<file path="src/sdwl_pkg.sv">
package sdwl_pkg;
  // word layout
  localparam int WORD_BITS = 16;
  localparam int CODE_MSB = 11;
  localparam int CODE_LSB = 6;
  localparam int CODE_BITS = 6;
  localparam int PD_MSB = 13;
  localparam int PD_LSB = 12;
  // reset values and the full frame bit count
  localparam logic [5:0] CODE_RESET = 6'h00;
  localparam logic [1:0] PD_RESET = 2'h0;
  localparam logic [4:0] CNT_RESET = 5'h00;
  localparam logic [4:0] CNT_FULL = 5'h10;
  // power-down selector values
  typedef enum logic [1:0] {
    sdwl_pd_normal = 2'h0,
    sdwl_pd_1k = 2'h1,
    sdwl_pd_100k = 2'h2,
    sdwl_pd_1m = 2'h3
  } sdwl_pd_e;
  // link timing
  localparam int CLK_PERIOD_PS = 5000;
  localparam int LINK_MIN_PERIOD_NS = 100;
  localparam int LINK_MIN_PERIOD_CYC = (LINK_MIN_PERIOD_NS * 1000) / CLK_PERIOD_PS;
endpackage

</file>
<file path="src/sdwl_top.sv">
`timescale 1ns/1ps
module sdwl_top
  import sdwl_pkg::*;
(
  // clock and reset
  input wire logic clk,
  input wire logic rstn,
  // serial link pins, write only
  input wire logic cs_n,
  input wire logic sclk,
  input wire logic sdin,
  // converter controls
  output logic [5:0] output_code_bits,
  output logic [1:0] power_down_select_bits,
  output logic dac_enable,
  output logic pulldown_1k,
  output logic pulldown_100k,
  output logic pulldown_1m,
  output logic load_pulse
);
  ////////////////////////////////////////////////////////////////////////////
  // pin synchronisers
  logic cs_n_s; // synchronised select
  logic sclk_s; // synchronised link clock
  logic sdin_s; // synchronised data
  sdwl_sync u_cs (.clk(clk), .rstn(rstn), .d(cs_n), .reset_value(1'b1), .q(cs_n_s));
  sdwl_sync u_ck (.clk(clk), .rstn(rstn), .d(sclk), .reset_value(1'b1), .q(sclk_s));
  sdwl_sync u_dt (.clk(clk), .rstn(rstn), .d(sdin), .reset_value(1'b1), .q(sdin_s));

  ////////////////////////////////////////////////////////////////////////////
  // edge detection
  logic cs_n_d; // delayed select
  logic sclk_d; // delayed link clock
  logic sclk_seen; // select was low last cycle; masks the first link clock sample after select fell
  always_ff @(posedge clk or negedge rstn) begin
    if (!rstn) begin
      cs_n_d <= 1'b1;
      sclk_d <= 1'b0;
    end else begin
      cs_n_d <= cs_n_s;
      sclk_d <= sclk_s;
    end
  end
  wire cs_fall = cs_n_d & ~cs_n_s;
  wire cs_rise = ~cs_n_d & cs_n_s;
  // with idle-high clock the level at select fall is not an edge
  wire sclk_rise = sclk_s & ~sclk_d & ~cs_n_s & sclk_seen;
  always_ff @(posedge clk or negedge rstn) begin
    if (!rstn) begin
      sclk_seen <= 1'b0;
    end else begin
      sclk_seen <= ~cs_n_s;
    end
  end

  ////////////////////////////////////////////////////////////////////////////
  // input shift register and bit counter
  logic [WORD_BITS-1:0] shift; // input word
  logic [4:0] count; // bits taken this frame
  wire [WORD_BITS-1:0] next_shift = {shift[WORD_BITS-2:0], sdin_s};
  wire count_full = (count == CNT_FULL);
  wire [4:0] next_count = count_full ? count : count + 5'h01;
  // shift on link rising edges, count restarts at select fall
  always_ff @(posedge clk or negedge rstn) begin
    if (!rstn) begin
      shift <= '0;
      count <= CNT_RESET;
    end else if (cs_fall) begin
      count <= CNT_RESET;
    end else if (sclk_rise) begin
      shift <= next_shift;
      count <= next_count;
    end
  end

  ////////////////////////////////////////////////////////////////////////////
  // decode of the word
  // a short frame is corrupt and dropped; host resends
  wire word_ok = (count >= CNT_FULL);
  wire load = cs_rise & word_ok;
  wire [5:0] word_code = shift[CODE_MSB:CODE_LSB];
  wire [1:0] word_pd = shift[PD_MSB:PD_LSB];
  wire next_enable = (word_pd == sdwl_pd_normal);
  // code is forced to zero in power-down
  wire [5:0] next_code = next_enable ? word_code : CODE_RESET;

  ////////////////////////////////////////////////////////////////////////////
  // dac latch, all outputs registered
  always_ff @(posedge clk or negedge rstn) begin
    if (!rstn) begin
      output_code_bits <= CODE_RESET;
      power_down_select_bits <= PD_RESET;
      dac_enable <= 1'b1;
      pulldown_1k <= 1'b0;
      pulldown_100k <= 1'b0;
      pulldown_1m <= 1'b0;
      load_pulse <= 1'b0;
    end else begin
      load_pulse <= load;
      if (load) begin
        output_code_bits <= next_code;
        power_down_select_bits <= word_pd;
        dac_enable <= next_enable;
        pulldown_1k <= (word_pd == sdwl_pd_1k);
        pulldown_100k <= (word_pd == sdwl_pd_100k);
        pulldown_1m <= (word_pd == sdwl_pd_1m);
      end
    end
  end
  // no output toward the host exists
endmodule

</file>
<file path="src/sdwl_sync.sv">
`timescale 1ns/1ps
// two-stage synchroniser for one level
module sdwl_sync (
  // clock and reset
  input wire logic clk,
  input wire logic rstn,
  // level in and out
  input wire logic d,
  input wire logic reset_value,
  output logic q
);
  logic meta; // first stage, read only by q
  // two flops in series; reset loads 1 into both, reset_value is left unused
  always_ff @(posedge clk or negedge rstn) begin
    if (!rstn) begin
      meta <= 1'b1;
      q <= 1'b1;
    end else begin
      meta <= d;
      q <= meta;
    end
  end
  logic unused_rv;
  assign unused_rv = reset_value;
endmodule

</file>
<file path="config.mk">
export PLATFORM = sky130hd
export DESIGN_NAME = sdwl_top
export DESIGN_NICKNAME = d
export VERILOG_FILES = /design/src/sdwl_pkg.sv /design/src/sdwl_top.sv /design/src/sdwl_sync.sv
export SDC_FILE = /design/constraint.sdc
export NUM_CORES = 1
export LEC_CHECK = 0
export BUFFER_PORTS_ARGS = -buffer_cell sky130_fd_sc_hd__buf_2
export CAP_MARGIN = 20
export CORE_MARGIN = 4
export CORE_UTILIZATION = 45
export DETAILED_ROUTE_END_ITERATION = 8
export HOLD_SLACK_MARGIN = 0.1
export PLACE_DENSITY = 0.61
export SKIP_CTS_REPAIR_TIMING = 1
export SLEW_MARGIN = 30
export SYNTH_ARGS = -nofsm -noshare
export SYNTH_HDL_FRONTEND = slang
export SYNTH_HIERARCHICAL = 1
export SYNTH_SLANG_ARGS = --single-unit
</file>
<file path="constraint.sdc">
create_clock -name clk -period 3 [get_ports clk]
set_clock_uncertainty 0.1 [all_clocks]
set_input_delay 0.3 -clock clk [delete_from_list [all_inputs] [get_ports clk]]
set_output_delay 0.3 -clock clk [all_outputs]
set_load 0.05 [all_outputs]
</file>
==> impl_metrics.tcl <==
set metrics [dict create \
    final_cell_area_um2 1790 \
    postLayoutCoreUtil_pct 53.2 \
    cts_buffer_depth 2 \
    drive_gt1_share_pct 24.8 \
    max_slew_margin_pct 50.3 \
    leakage_nw 0.869 \
    outcome "completed" \
    avgRoutedWirePerCell_um 12.5 \
    hpwl_um 1650 \
    core_area_um2 3360 \
    n_antenna_cell 0 \
    cts-buffers-inserted 5 \
    path_clk_slew_ps 110 \
    root_buffer "clkbuf_4" \
    placed_cell_area_um2 1690 \
    vias_per_cell 4.74 \
    final_antenna_net_count 0 \
    syn_inst 120 \
    cts.sinks 41 \
    cellPowerDensity_nw_per_um2 492 \
    rsz0062_at_grt "no" \
    fmaxAchievable_mhz 515 \
    syn_nets 127 \
    post-route-period-util_pct 64.7 \
    gp_congestion 0.734 \
    htree_levels 2 \
    crit_path_top_delay_cell "nor2_2" \
    power_uw 879 \
    gr-total-overflow 0 \
    maxSlewViolCount 0 \
    wirelength_um 2400 \
    detail_route.iter0.violations 42 \
    areaGrowthSynthToFinish_pct 13.3 \
    grt_max_degree 42 \
    yosys_warnings 6 \
    die_area_um2 4520 \
    tightest_slew_ps 743 \
    first_global_vias 917 \
    fin_crit_ps 1940 \
    crit_fanout 14 \
    hp-class "reg2reg" \
    rows 21 \
    drv_cap 0 \
    arrival_ps 2060 \
    ios 18 \
    ff2ff_setup_slack_ps 1060 \
    layout_commonest_cell "dfrtp_1" \
    tns_ps 0 \
    antenna_found_initial 0 \
    worstPathCellList "nand4bb_4, nor2_2, mux2_1" \
    hold_viol 0 \
    start_util_pct 46.9 \
    layout.nets 151 \
    drc_errors 0 \
    die_y_um 67.2 \
    syn_avg_cell_area_um2 13.1 \
    required_ps 3120 \
    grt_use_total_pct 13.4 \
    io_buffers 17 \
    final_cell_mix "33 x dfrtp_1, 17 x nand2_1, 16 x buf_2, 15 x mux2_1, 12 x o21ai_0" \
    grt_pass1_wl_um 4240 \
    finalSetupViolCount 0 \
    drt-pass1-iter-count 4 \
    startpoint_type "register" \
    dr_total_vias 905 \
    clk-insertion-delay-late_ps 340 \
    cts_tree "done" \
    endpoint_kind "register" \
    path_class "reg2reg" \
    die_x_um 67.2 \
    crit_path_max_incr_delay_ps 580 \
    synth_area_um2 1580 \
    peakVddDrop_mv 0.298 \
]
## report_power, final
part / internal, mW / switching [mW] / leakage [nW] / total [mW]
combinational: 0.0180 / 0.0193 / 0.301 / 0.0373
clock: 0.0894 / 0.165 / 0.0320 / 0.254
sequential: 0.576 / 0.0113 / 0.536 / 0.587
total: 0.683 / 0.195 / 0.869 / 0.879
## worst max-delay path: cells and delay by family (launching register included)
family	cells	cell delay [ps]
AND/OR/NAND/NOR	2	760
flip-flops	1	570
multiplexers	1	390
## cell type report
class / instances / area, µm²
Multi-Input combinational cell: 70 / 497
Timing Repair Buffer: 21 / 128
Fill cell: 324 / 1580
Clock inverter: 2 / 10.0
Inverter: 5 / 18.8
Tap cell: 46 / 57.6
Sequential cell: 41 / 1040
Clock buffer: 6 / 41.3
## per-stage QoR
stage / cells / hold WS, ps / setup WS (ps)
after detailed placement: 179 / 249 / 1060
after CTS: 187 / -77.6 / 1040
after global routing: 191 / 268 / 914
after global placement: 179 / 246 / 1130
after floorplan: 120 / -95.6 / 1420
final: 191 / 263 / 1060
## sequential cells by signal, summed over array words and instances (netlist names), 2 cells and up
name,count
power_down_select_bits,2
output_code_bits,6
count,5
shift,14
## layer usage
metal	up-vias	global-route usage (%)	part of all wire (%)
met5	-	0	0
met4	0	9.11	2.9
met3	7	3.99	4.4
met2	18	21.0	49
met1	423	15.9	43
li1	457	-	-
## path summary, 6_finish.rpt
kind | startpoint | to | cells past startpoint
setup / recovery | u_ck/q$_DFF_PN1_ | shift[3]$_DFFE_PN0P_ | 3
hold / removal | u_cs/meta$_DFF_PN1_ | u_cs/q$_DFF_PN1_ | 0
setup reg to reg | u_ck/q$_DFF_PN1_ | shift[3]$_DFFE_PN0P_ | 3
hold reg to reg | u_cs/meta$_DFF_PN1_ | u_cs/q$_DFF_PN1_ | 0
max in group asynchronous | rstn | cs_n_d$_DFF_PN1_ | 2
min in group asynchronous | rstn | sclk_d$_DFF_PN0_ | 2
No activity file was read; power rests on OpenSTA's default activity.
